===== src/hw/tims_pkg.sv =====
/*
  tims_pkg: register map, field positions and bus carrier types for the
  timer interrupt mask and status block.
  Assumes a 32-bit APB with byte addresses and one word per register.
*/
package tims_pkg;

  localparam int unsigned DATA_W = 32;
  localparam int unsigned ADDR_W = 12;

  // byte offsets of the registers
  localparam logic [11:0] OFF_MASK  = 12'h018;
  localparam logic [11:0] OFF_RAW   = 12'h01C;
  localparam logic [11:0] OFF_MSKD  = 12'h020;
  localparam logic [11:0] OFF_CLEAR = 12'h024;

  // field positions shared by mask, raw, masked and clear registers
  localparam int unsigned BIT_FIRST_TIMEOUT  = 0;
  localparam int unsigned BIT_FIRST_CAP_MTCH = 1;
  localparam int unsigned BIT_FIRST_CAP_EVT  = 2;
  localparam int unsigned BIT_CLOCK_MATCH    = 3;
  localparam int unsigned BIT_SECOND_TIMEOUT = 8;
  localparam int unsigned BIT_SECOND_CAP_MTC = 9;
  localparam int unsigned BIT_SECOND_CAP_EVT = 10;

  // implemented bits: 10:8 and 3:0, reserved 31:11 and 7:4 read zero
  localparam logic [31:0] IMPL_MASK  = 32'h0000070F;
  localparam logic [31:0] RESET_MASK = 32'h00000000;
  localparam logic [31:0] RESET_RAW  = 32'h00000000;

  // apb request as seen by the slave
  typedef struct packed {
    logic        sel;
    logic        enable;
    logic        write;
    logic [11:0] addr;
    logic [31:0] wdata;
  } tims_apb_req_type;

endpackage : tims_pkg


===== src/hw/tims_top.sv =====
/*
  tims_top: interrupt mask, raw status and masked status for a two-half
  general timer with a clock-match event, reached over APB.
  Assumes event inputs are one-cycle pulses synchronous to CLK and that
  the system interrupt controller samples IRQ as a level.
*/
// The APB interface to the registers was left to the implementer.
// What this block does
// - a mask bit written one enables its source, written zero disables it.
// - mask bits 0..3 enable first timeout, first match, first event, clock.
// - mask bits 8..10 enable second timeout, second match, second event.
// - bits 31:11 and 7:4 of all registers are reserved and not writable.
// - after reset all mask bits and all status bits are zero.
// - a raw status bit sets on its event whatever its mask bit holds.
// - a raw bit clears only by writing one to it in the clear register.
// - raw bits 10, 9, 8 report second event, match and timeout.
// - raw bits 3..0 report clock match, first event, match and timeout.
// - a masked bit reads one only when raw and mask bits are both one.
// - a one written to the clear register clears masked status too.
// - the masked register is read-only with the raw register's layout.
// - the clear register at 0x024 is write-one-to-clear, zeros no effect.
`timescale 1ns/1ps

module tims_top (
  input  wire logic        CLK,
  input  wire logic        SRST,
  input  wire logic        CE,
  input  wire logic        PSEL,
  input  wire logic        PENABLE,
  input  wire logic        PWRITE,
  input  wire logic [11:0] PADDR,
  input  wire logic [31:0] PWDATA,
  output logic      [31:0] PRDATA,
  output logic             PREADY,
  output logic             PSLVERR,
  input  wire logic [10:0] EVENTS,
  output logic             IRQ
);

  tims_pkg::tims_apb_req_type req;
  logic [31:0] mask_q;
  logic [31:0] mask_d;
  logic [31:0] raw_q;
  logic [31:0] raw_d;
  logic [31:0] prdata_q;
  logic [31:0] prdata_d;
  logic        pready_q;
  logic        pslverr_q;
  logic        pslverr_d;
  logic        irq_q;
  logic        irq_d;

  // a word is valid only if it hits one of the four register offsets
  function automatic logic addr_hit(input logic [11:0] a,
                                    input logic [11:0] off);
    addr_hit = (a == off);
  endfunction

  // bus request bundled for decoding
  assign req = '{sel: PSEL, enable: PENABLE, write: PWRITE,
                 addr: PADDR, wdata: PWDATA};

  // access phase with zero wait states: pready is raised by the flop
  // one cycle after setup, so the transfer completes in the access cycle
  wire access   = req.sel & req.enable & pready_q;
  wire hit_mask = addr_hit(req.addr, tims_pkg::OFF_MASK);
  wire hit_raw  = addr_hit(req.addr, tims_pkg::OFF_RAW);
  wire hit_mskd = addr_hit(req.addr, tims_pkg::OFF_MSKD);
  wire hit_clr  = addr_hit(req.addr, tims_pkg::OFF_CLEAR);
  wire hit_any  = hit_mask | hit_raw | hit_mskd | hit_clr;
  wire wr_mask  = access & req.write & hit_mask;
  wire wr_clr   = access & req.write & hit_clr;

  // events padded into register layout; reserved lanes never set
  wire [31:0] evt_word = {21'h000000, EVENTS[10:8], 4'h0, EVENTS[3:0]};
  wire [31:0] clr_word = wr_clr ? (req.wdata & tims_pkg::IMPL_MASK)
                                : 32'h00000000;
  wire [31:0] masked   = raw_q & mask_q;

  // mask write keeps reserved bits at zero; a read-modify-write by
  // software therefore sees zeros there and writes them back unchanged
  assign mask_d = wr_mask ? (req.wdata & tims_pkg::IMPL_MASK)
                          : mask_q;

  // set beats clear in the same cycle so no event is lost
  assign raw_d = ((raw_q & ~clr_word) | evt_word)
                 & tims_pkg::IMPL_MASK;

  // read mux; clear register reads as zero, unmapped reads zero
  assign prdata_d = !(req.sel & ~req.enable & ~req.write) ? prdata_q :
                    hit_mask ? mask_q :
                    hit_raw  ? raw_q :
                    hit_mskd ? masked : 32'h00000000;
  // error on unmapped address, and on writes to read-only status
  assign pslverr_d = req.sel & ~req.enable &
                     (~hit_any | (req.write & (hit_raw | hit_mskd)));

  // interrupt follows the next-state masked status so it is a flop output
  assign irq_d = |(raw_d & mask_d);

  // register state; clock enable freezes everything, bus answer too,
  // so a transfer is not stretched: a low enable at its setup edge never
  // raises PREADY, and at its access edge the held PREADY ends a write
  // unstored; reset does not look at the enable, so it always lands
  always_ff @(posedge CLK) begin
    if (SRST) begin
      mask_q    <= tims_pkg::RESET_MASK;
      raw_q     <= tims_pkg::RESET_RAW;
      prdata_q  <= 32'h00000000;
      pready_q  <= 1'b0;
      pslverr_q <= 1'b0;
      irq_q     <= 1'b0;
    end else if (CE) begin
      mask_q    <= mask_d;
      raw_q     <= raw_d;
      prdata_q  <= prdata_d;
      pready_q  <= req.sel & ~req.enable;
      pslverr_q <= req.sel & ~req.enable ? pslverr_d
                                         : pslverr_q & req.enable;
      irq_q     <= irq_d;
    end
  end

  assign PRDATA  = prdata_q;
  assign PREADY  = pready_q;
  assign PSLVERR = pslverr_q;
  assign IRQ     = irq_q;
endmodule // tims_top

===== config.mk =====
export PLATFORM = sky130hd
export DESIGN_NAME = tims_top
export DESIGN_NICKNAME = d
export VERILOG_FILES = /design/src/hw/tims_pkg.sv /design/src/hw/tims_top.sv
export SDC_FILE = /design/constraint.sdc
export NUM_CORES = 1
export LEC_CHECK = 0
export ABC_AREA = 1
export BUFFER_PORTS_ARGS = -buffer_cell sky130_fd_sc_hd__buf_2
export CORE_MARGIN = 2
export CORE_UTILIZATION = 30
export CTS_CLUSTER_DIAMETER = 60
export DETAILED_ROUTE_END_ITERATION = 10
export GPL_TIMING_DRIVEN = 1
export PLACE_DENSITY_LB_ADDON = 0.25
export SKIP_CTS_REPAIR_TIMING = 1
export SYNTH_ARGS = -nofsm -noshare
export SYNTH_HDL_FRONTEND = slang
export SYNTH_SLANG_ARGS = --single-unit

===== constraint.sdc =====
create_clock -name CLK -period 2.5 [get_ports CLK]
set_input_delay 0.375 -clock CLK [delete_from_list [all_inputs] [get_ports CLK]]
set_output_delay 0.375 -clock CLK [all_outputs]
set_load 0.005 [all_outputs]

# --- After elaboration in Yosys (flattened, before gate mapping) ---
# Cells that the tools add are included.
classes:
  mux: 6
  reduce_logical: 2
  eq_ne: 4
  n_bitwise: 23
ops:
  columns: ["operator", "count"]
  rows:
  - ["32-bit 2-to-1 mux", 4]
  - ["11-bit by 32-bit AND with 32-bit output", 2]
  - ["32-bit OR reduction", 1]
  - ["12-bit by 5-bit equality test with 1-bit output, second input constant", 2]
  - ["12-bit by 6-bit equality test with 1-bit output, second input constant", 2]
  - ["11-bit AND", 1]
  - ["11-bit 2-to-1 mux", 1]
  - ["11-bit NOT", 1]
  - ["11-bit bitwise OR", 1]
  - ["1-bit AND", 10]
  - ["1-bit bitwise OR", 5]
  - ["1-bit NOT", 3]
  - ["2-bit AND reduction", 1]
  - ["1-bit 2-to-1 mux", 1]
word_totals:
  regBits: 74

# --- Depth between registers and ports, before layout ---
# Gate-level depths: netlist (run 1).
logic_depth:
  word_depth: 10
  depth_mapped: 12
  mapped_depth_nobuf: 11

# --- Least setup slack after synthesis (run 1) ---
# No wires, ideal clock.
synth_path:
  path_type: "input to register"
  from: "input PADDR[11]"
  to: "register irq_q (netlist: IRQ)"
  required_ns: 2.378
  n_path_buf: 1
  setup_ns: 0.122
  cell_stages: 11
  slack_ns: 1.026
  arrival_time_ns: 1.353
  path_cell_list: "nor2_2 > nand2_4 > nor2_4 > nand3_4 > buf_6 > nand2_1 > o21ai_2 > nand2_1 > nand2_1 > nor2_2 > a21oi_2"
synth_via:
  elab_chain_len: 8
  elab_cells_between_ends: 11
  classes_between: "eq/ne: 2; mux: 2; bitwise: 6; reduce/logical: 1"
synth_lines:
  columns: ["item", "line_no", "text"]
  rows:
  - ["start: declaration", "tims_top.sv:31", "input wire logic [11:0] PADDR,"]
  - ["12-bit by 6-bit equality test with 1-bit output", "tims_top.sv:56", "addr_hit = (a == off);"]
  - ["1-bit AND", "tims_top.sv:72", "wire wr_clr = access & req.write & hit_clr;"]
  - ["11-bit 2-to-1 mux", "tims_top.sv:76", "wire [31:0] clr_word = wr_clr ? (req.wdata & tims_pkg::IMPL_MASK)"]
  - ["11-bit NOT", "tims_top.sv:86", "assign raw_d = ((raw_q & ~clr_word) | evt_word)"]
  - ["11-bit AND", "tims_top.sv:86", null]
  - ["11-bit bitwise OR", "tims_top.sv:86", null]
  - ["11-bit by 32-bit AND with 32-bit output (*)", "tims_top.sv:99", "assign irq_d = |(raw_d & mask_d);"]
  - ["32-bit OR reduction (*)", "tims_top.sv:99", null]
  - ["end signal: assignment", "tims_top.sv:120", "irq_q <= irq_d;"]
  - ["end: declaration", "tims_top.sv:50", "logic irq_q;"]
# Every way passes the cells marked *; elsewhere a longest branch is shown, timed or not.
# A chain may end at the register's enable or synchronous reset.

# --- Worst setup path in the final report (run 1) ---
layout_path:
  from: "register pready_q (netlist: PREADY)"
  to: "register irq_q (netlist: IRQ)"
layout_via:
  elab_chain_len: 9
  elab_cells_between_ends: 11
  classes_between: "mux: 2; bitwise: 8; reduce/logical: 1"
layout_lines:
  columns: ["item", "line_no", "text"]
  rows:
  - ["start: declaration", "tims_top.sv:47", "logic pready_q;"]
  - ["start signal: assignment", "tims_top.sv:117", "pready_q <= req.sel & ~req.enable;"]
  - ["1-bit AND (*)", "tims_top.sv:65", "wire access = req.sel & req.enable & pready_q;"]
  - ["1-bit AND (*)", "tims_top.sv:71, tims_top.sv:72", null]
  - ["1-bit AND", "tims_top.sv:72", null]
  - ["11-bit 2-to-1 mux", "tims_top.sv:76", null]
  - ["11-bit NOT", "tims_top.sv:86", null]
  - ["11-bit AND", "tims_top.sv:86", null]
  - ["11-bit bitwise OR", "tims_top.sv:86", null]
  - ["11-bit by 32-bit AND with 32-bit output (*)", "tims_top.sv:99", null]
  - ["32-bit OR reduction (*)", "tims_top.sv:99", null]
# Marks and branches as above.

==> reports/metrics.yaml, run 1 <==
critical_path:
  cp-endpoint: "IRQ$_SDFFE_PP0P_"
  reg2regPathDepth: 9
  cpMostUsedCell: "nand2_1"
  r2r_slack_ns: 0.92
  crit_fanout: 13
  required_ns: 2.66
  end_kind: "flop"
  timing.rr.end: "IRQ$_SDFFE_PP0P_"
  cp-start-kind: "flop"
  r2r_start: "PREADY$_SDFFE_PP0P_"
  crit_chain: "nand2_1, nor2_4, nand3_4, nand2_1, nand3_1, nand2_1, nand2_1, nor2_2, a21oi_2"
  setup.worst_path.class: "flop to flop"
  max_stage_delay_ns: 0.35
  slowest_stage: "dfxtp_1"
  startpoint: "PREADY$_SDFFE_PP0P_"
  critPathArrivalTime_ns: 1.74
route:
  drt_wl_total_mm: 3.75
  ant_nets: 0
  firstDrtPassIters: 4
  num_vias: 1493
  drc: 0
  wl_per_cell_um: 10.5
  drt_iter0_drc: 74
  routed_via_density: 4.17
cells_and_area:
  n_antenna_cell: 0
  final_common_cell: "nand2_1"
  area_delta_synth_final_pct: 15.2
  final_net_count: 350
  fillers: 593
  drive_gt1_share_pct: 24.7
  post-route-util_pct: 36.5
  final-seq-area_um2: 480
  most-common-layout-cells: "53 x nand2_1, 41 x buf_2, 34 x inv_1"
  multi_input_area_um2: 903
synthesis:
  synth-seq-area-share_pct: 29.2
  synth_cell_types: 23
  avgSynthCellArea_um2: 6.64
  netlist_area_um2: 1650
  synth_seq_cells: 24
  ys_warn_count: 0
  syn_inst: 248
clock_network:
  path_clk_slew_ns: 0.09
  cts-root-buf: "clkbuf_8"
  cts_tree: "done"
  cts.sinks: 24
  cts_made_buffers: 3
  clock_latency_ns: 0.27
  h-tree-depth: 1
  cts_max_path_buffers: 2
global_routing:
  antenna_found_initial: 0
  grt_first_pass_wirelength_mm: 6.22
  grt_remaining_overflow: 0
  grt.total_usage_pct: 12.7
  grt_pass1_vias: 1381
  grt_start_max_net_pins: 19
power_and_ir_drop:
  combPwrFrac_pct: 16.0
  switching_power_w: 0.000234
  power_density_nw_per_um2: 479
  leakage_nw: 1.02
  power_frac_seq_pct: 46.2
  p_int_w: 0.000675
  peakVddDrop_mv: 0.306
  pwr-share-clk_pct: 37.9
  p_sw_share_pct: 25.8
floorplanning:
  die_h_um: 78.1
  pin_count: 96
  core-area_um2: 5200
  start_util_pct: 31.7
  die_w_um: 78.1
  num_rows: 26
  dieArea_um2: 6100
flow_run:
  drv_cap: 0
timing:
  hold_violations: 0
  fin_crit_ns: 1.58
  fin_skew_ns: 0.00308
  rsz0062_at_grt: "false"
  max_freq_mhz: 634
  fin_crit_sh_pct: 63.1
  hold_slack_ns: 0.410
  final-setup-viol-count: 0
  finalMaxSlewViolations: 0
  setup_tns_ns: 0
place:
  gp_congestion: 0.800
  io_buffers: 41
  hpwl_mm: 2.82
worst_hold_path:
  min_path_type: "primary input to flop"
run_status:
  status: "finished, final reports clean"
-- power by group through the flow --
stage	sequential [W]	combinational (W)	clock [W]
6_report	0.000420	0.000145	0.000344
5_1_grt	0.000422	0.000168	0.000374
4_1_cts	0.000420	0.000146	0.000356
3_5_place_dp	0.000429	0.000145	0
3_3_place_gp	0.000429	0.000143	0
2_1_floorplan	0.000426	0.000122	0
-- registers in the layout, indices dropped and copies added (netlist names) --
| signal | cells |
|---|---|
| IRQ | 1 |
| raw_q | 7 |
| PREADY | 1 |
| mask_q | 7 |
| PSLVERR | 1 |
| PRDATA | 7 |
-- per-stage QoR --
stage	instance area, µm²	power [W]	std cells	setup WS (ns)
after floorplan	1740	0.000548	272	1.03
after global placement	1830	0.000571	354	0.757
after detailed placement	1830	0.000574	354	0.754
after CTS	1900	0.000921	358	0.932
after global routing	1900	0.000964	358	0.774
final	1900	0.000910	358	0.923
-- worst max-delay path, delay by kind of cell, from the launching register on --
family	cells	cell delay, ns
simple gates	8	1.05
flops	1	0.35
compound gates	1	0.05
-- Yosys cell counts (all sizes together) --
| cell | n | share of area, % |
|---|---|---|
| nand2 | 56 | 14 |
| buf | 28 | 13 |
| o211ai | 3 | 1.4 |
| clkbuf | 4 | 0.91 |
| conb | 1 | 0.23 |
| nand3 | 4 | 2.0 |
| dfxtp | 24 | 29 |
| a21oi | 12 | 4.1 |
| o21ai | 34 | 12 |
| o31ai | 1 | 1.3 |
| nor2 | 37 | 11 |
| nor3 | 1 | 0.30 |
| nand4 | 9 | 3.4 |
| inv | 34 | 7.7 |
-- cells by family (layout without fill, tap and decap cells) --
group / after synthesis / in the layout / share of synthesized area (%)
flops: 24 / 24 / 29.2
other cells: 1 / 25 / 0.228
simple gates: 107 / 107 / 30.7
compound gates: 50 / 50 / 18.5
buf+inv: 66 / 82 / 21.5
-- cell type report --
class	instances	area share, %
sequential	24	25.3
tap	70	4.61
clock buffer	3	2.18
inverter	34	6.72
timing repair buffer	44	12.0
multi-input combinational	182	47.6
clock inverter	1	1.58
-- worst min-delay path by stage --
| stage | start | to | cells past startpoint |
|---|---|---|---|
| after floorplan | mask_q[1]$_SDFFE_PP0P_ | mask_q[1]$_SDFFE_PP0P_ | 2 |
| after global placement | PSLVERR$_SDFFE_PP0P_ | PSLVERR$_SDFFE_PP0P_ | 2 |
| after detailed placement | PREADY$_SDFFE_PP0P_ | PREADY$_SDFFE_PP0P_ | 2 |
| after CTS | EVENTS[2] | raw_q[2]$_SDFFE_PP0P_ | 3 |
| after global routing | EVENTS[2] | raw_q[2]$_SDFFE_PP0P_ | 3 |
| final | EVENTS[2] | raw_q[2]$_SDFFE_PP0P_ | 3 |
-- metal layers --
layer | up-vias | wire, µm | share of wire [%] | track usage [%]
li1 | 812 | - | - | -
met4 | 0 | 26 | 0.69 | 2.28
met3 | 4 | 252 | 6.7 | 3.68
met2 | 49 | 1700 | 45 | 21.2
met5 | - | 0 | 0 | 0
met1 | 628 | 1770 | 47 | 16.3
Power figures use the tool's default switching activity.
==> inputs of run 2 (changes only) <==
- clock period: 2.5 -> 1.3 ns (I/O delays scaled with it)
==> reports/metrics.yaml, run 2 (synthesis gave the netlist of run 1 again) <==
clock_network:
  cts_max_path_buffers: 2
  cts.sinks: 24
  path_clk_slew_ns: 0.09
  clock_latency_ns: 0.27
  h-tree-depth: 1
  cts-root-buf: "clkbuf_8"
  cts_tree: "done"
  cts_made_buffers: 3
cells_and_area:
  n_antenna_cell: 0
  final-seq-area_um2: 482
  area_delta_synth_final_pct: 24.8
  multi_input_area_um2: 952
  final_net_count: 365
  final_common_cell: "nand2_1"
  drive_gt1_share_pct: 32.3
  fillers: 606
  most-common-layout-cells: "45 x nand2_1, 41 x buf_2, 34 x inv_1"
critical_path:
  slowest_stage: "dfxtp_2"
  crit_chain: "nand2_2, nor2_4, buf_6, nand4_1, nand2_1, nand2_1, nand2_1, nand2_1, nor2_2, a21oi_2"
  setup.worst_path.class: "flop to flop"
  max_stage_delay_ns: 0.35
  cp-start-kind: "flop"
  end_kind: "flop"
  crit_fanout: 6
  required_ns: 1.46
  reg2regPathDepth: 10
  critPathArrivalTime_ns: 1.58
  cpMostUsedCell: "nand2_1"
timing:
  finalMaxSlewViolations: 0
  rsz0062_at_grt: "true"
  max_freq_mhz: 705
  final-setup-viol-count: 1
  fin_crit_ns: 1.42
  setup_ws_ns: -0.117
  setup_tns_ns: -0.117
  fin_crit_sh_pct: 109
  fin_skew_ns: 0.00306
  hold_violations: 0
place:
  hpwl_mm: 3.10
  dpl_worst_slack_ns: -0.209
  gp_congestion: 0.801
  io_buffers: 41
run_status:
  violations: "setup timing"
  status: "complete, but fails checks"
global_routing:
  gr-usage-met2_pct: 22.4
  grt_util_met1_pct: 17.3
  use_met3_pct: 2.87
  grt.total_usage_pct: 13.5
  antenna_found_initial: 0
  grt_first_pass_wirelength_mm: 6.59
  grt_remaining_overflow: 0
  grt_pass1_vias: 1483
  grt_start_max_net_pins: 19
  busiest_layer: "met2"
floorplanning:
  die_h_um: 78.1
  die_w_um: 78.1
  core-area_um2: 5200
  pin_count: 96
  num_rows: 26
  dieArea_um2: 6100
  start_util_pct: 31.7
power_and_ir_drop:
  power_density_nw_per_um2: 866
  peakVddDrop_mv: 0.599
  leakage_nw: 1.10
route:
  num_vias: 1627
  ant_nets: 0
  drt_iter0_drc: 51
  drc: 0
  drt_wl_total_mm: 4.01
  routed_via_density: 4.36
  wl_per_cell_um: 10.8
  firstDrtPassIters: 4
worst_hold_path:
  hold_depth: 3
  min_path_type: "primary input to flop"
flow_run:
  drv_cap: 0
[run 2: routing by layer]
layer	part of all wire [%]	up-vias
met4	1.7	0
li1	-	850
met1	48	719
met2	44	51
met3	5.5	7
met5	0	-
[run 2: final timing paths]
check	startpoint	endpoint	slack [ns]
worst min-delay path	EVENTS[2]	raw_q[2]$_SDFFE_PP0P_	0.23
worst max-delay path	PREADY$_SDFFE_PP0P_	IRQ$_SDFFE_PP0P_	-0.12
worst min register to register	PSLVERR$_SDFFE_PP0P_	PSLVERR$_SDFFE_PP0P_	0.49
worst max register to register	PREADY$_SDFFE_PP0P_	IRQ$_SDFFE_PP0P_	-0.12
[run 2: where the power goes]
group          internal (W)  switching (W)  leakage (nW)
sequential         0.000779      0.0000335         0.198
combinational      0.000131       0.000185         0.871
clock              0.000412       0.000241        0.0357
[run 2: critical path: cells and delay by family, from the launching register on]
family,cells,cell delay (ns)
simple gates,8,0.76
compound gates,1,0.05
buf+inv,1,0.15
flops,1,0.35
[run 2: final cells by class]
type / instances / area share, %
well taps: 70 / 4.26
clock inverters: 1 / 1.46
repair buffers: 58 / 16.4
clock buffers: 3 / 2.01
multi-input cells: 183 / 46.3
inverters: 34 / 6.20
flip-flops and latches: 24 / 23.4
[run 2: metrics by stage]
step / utilization (%) / instance area (µm²) / hold slack [ns] / power (W) / std cells
floorplan: - / 1740 / 0.355 / 0.00105 / 272
detailed placement: 37.2 / 1940 / 0.484 / 0.00113 / 368
finish: 39.5 / 2060 / 0.226 / 0.00178 / 373
CTS: 38.6 / 2010 / 0.217 / 0.00179 / 372
global placement: 37.2 / 1940 / 0.480 / 0.00112 / 368
global route: 39.5 / 2060 / 0.240 / 0.00188 / 373
==> inputs of run 3 (changes only) <==
- REMOVE_ABC_BUFFERS: default -> 1
==> reports/metrics.yaml, run 3 (synthesis gave the netlist of run 1 again) <==
global_routing:
  grt_first_pass_wirelength_mm: 6.82
  grt_remaining_overflow: 0
  antenna_found_initial: 0
  grt_start_max_net_pins: 19
  grt.total_usage_pct: 14.0
  grt_pass1_vias: 1463
timing:
  fin_skew_ns: 0.00255
  setup_ws_ns: -0.110
  max_freq_mhz: 709
  hold_violations: 0
  final-setup-viol-count: 3
  fin_crit_ns: 1.41
  setup_tns_ns: -0.189
  fin_crit_sh_pct: 108
  rsz0062_at_grt: "true"
  finalMaxSlewViolations: 0
place:
  dpl.cell_count: 368
  dpl_worst_slack_ns: -0.195
  hpwl_mm: 3.20
  placed_area_um2: 1930
  gp_congestion: 0.750
  io_buffers: 41
clock_network:
  h-tree-depth: 1
  cts_max_path_buffers: 2
  cts-root-buf: "clkbuf_8"
  cts_tree: "done"
  clock_latency_ns: 0.27
  cts.sinks: 24
  cts_made_buffers: 3
  path_clk_slew_ns: 0.09
critical_path:
  crit_fanout: 6
  crit_family: "simple AND/OR/NAND/NOR gates"
  crit_chain: "nand2_2, nor2_4, buf_4, nand3_4, nand2_2, o21ai_4, a21oi_2, nor2_2, a21oi_2"
  crit_buf_inv: 1
  slowest_stage: "dfxtp_2"
  critPathArrivalTime_ns: 1.62
  cp-start-kind: "flop"
  setup.worst_path.class: "flop to flop"
  end_kind: "flop"
  required_ns: 1.51
  max_stage_delay_ns: 0.35
cells_and_area:
  final_area_um2: 2100
  most-common-layout-cells: "44 x nand2_1, 41 x buf_2, 34 x inv_1"
  final_net_count: 367
  final_common_cell: "nand2_1"
  n_antenna_cell: 0
  area_delta_synth_final_pct: 27.3
  drive_gt1_share_pct: 34.1
  fin_cells: 375
power_and_ir_drop:
  peakVddDrop_mv: 0.455
  total_power_w: 0.00181
  p_sw_share_pct: 26.6
  leakage_nw: 1.12
  combPwrFrac_pct: 18.2
  switching_power_w: 0.000480
  power_frac_seq_pct: 44.7
  p_int_w: 0.00133
  pwr-share-clk_pct: 37.0
  power_density_nw_per_um2: 861
floorplanning:
  num_rows: 26
  start_util_pct: 31.7
  core-area_um2: 5200
  pin_count: 96
  die_w_um: 78.1
  die_h_um: 78.1
  dieArea_um2: 6100
flow_run:
  drv_cap: 0
route:
  routed_via_density: 4.34
  drt_wl_total_mm: 4.28
  drt_iter0_drc: 88
  firstDrtPassIters: 4
  num_vias: 1628
  drc: 0
  wl_per_cell_um: 11.4
  ant_nets: 0
run_status:
  status: "complete, but fails checks"
  violations: "setup timing"
worst_hold_path:
  min_path_type: "primary input to flop"
==> run 3: cell types whose count changed in the layout (fill, tap and decap cells not counted) <==
cell / before / now
o21ai_2: 6 / 9
nand3_2: 2 / 1
buf_4: 16 / 17
nand2_1: 45 / 44
o21ai_1: 9 / 6
nand2_2: 10 / 11
nand3_4: 1 / 2
buf_6: 1 / 2
==> run 3: power groups by stage <==
stage / Sequential [W] / Combinational, W / Clock (W)
after floorplan: 0.000819 / 0.000166 / 0
after global placement: 0.000823 / 0.000300 / 0
after detailed placement: 0.000824 / 0.000303 / 0
after CTS: 0.000807 / 0.000304 / 0.000686
after global routing: 0.000814 / 0.000374 / 0.000713
final: 0.000808 / 0.000329 / 0.000669
==> run 3: area by class of cell <==
type,instances,area [µm²]
Clock buffer,3,41.3
Clock inverter,1,30.0
Fill cell,592,3110
Inverter,34,128
Multi-Input combinational cell,183,973
Sequential cell,24,482
Tap cell,70,87.6
Timing Repair Buffer,60,355
==> run 3: final timing paths <==
| path | startpoint | to | slack [ns] | cells past startpoint |
|---|---|---|---|---|
| worst min-delay path | EVENTS[2] | raw_q[2]$_SDFFE_PP0P_ | 0.21 | 3 |
| worst max-delay path | PREADY$_SDFFE_PP0P_ | IRQ$_SDFFE_PP0P_ | -0.11 | 9 |
| worst max register to register | PREADY$_SDFFE_PP0P_ | IRQ$_SDFFE_PP0P_ | -0.11 | 9 |
| worst min register to register | PSLVERR$_SDFFE_PP0P_ | PSLVERR$_SDFFE_PP0P_ | 0.50 | 2 |
==> run 3: metal layers <==
layer | vias to the layer above | GRT usage (%) | wire length (µm)
li1 | 857 | - | -
met1 | 721 | 18.4 | 1950
met2 | 48 | 23.1 | 2040
met3 | 2 | 3.79 | 271
met4 | 0 | 2.46 | 15
met5 | - | 0 | 0
==> run 3: worst reg2reg max path, stage by stage, from the launching register on <==
cell,delay [ns]
dfxtp_2,0.35
nand2_2,0.07
nor2_4,0.17
buf_4,0.15
nand3_4,0.13
nand2_2,0.12
o21ai_4,0.06
a21oi_2,0.12
nor2_2,0.06
a21oi_2,0.12
==> run 3: through the flow <==
step / utilization, % / hold WS (ns)
finish: 40.3 / 0.211
global route: 40.3 / 0.235
CTS: 38.5 / 0.207
detailed placement: 37.1 / 0.481
global placement: 37.1 / 0.469
floorplan: - / 0.264
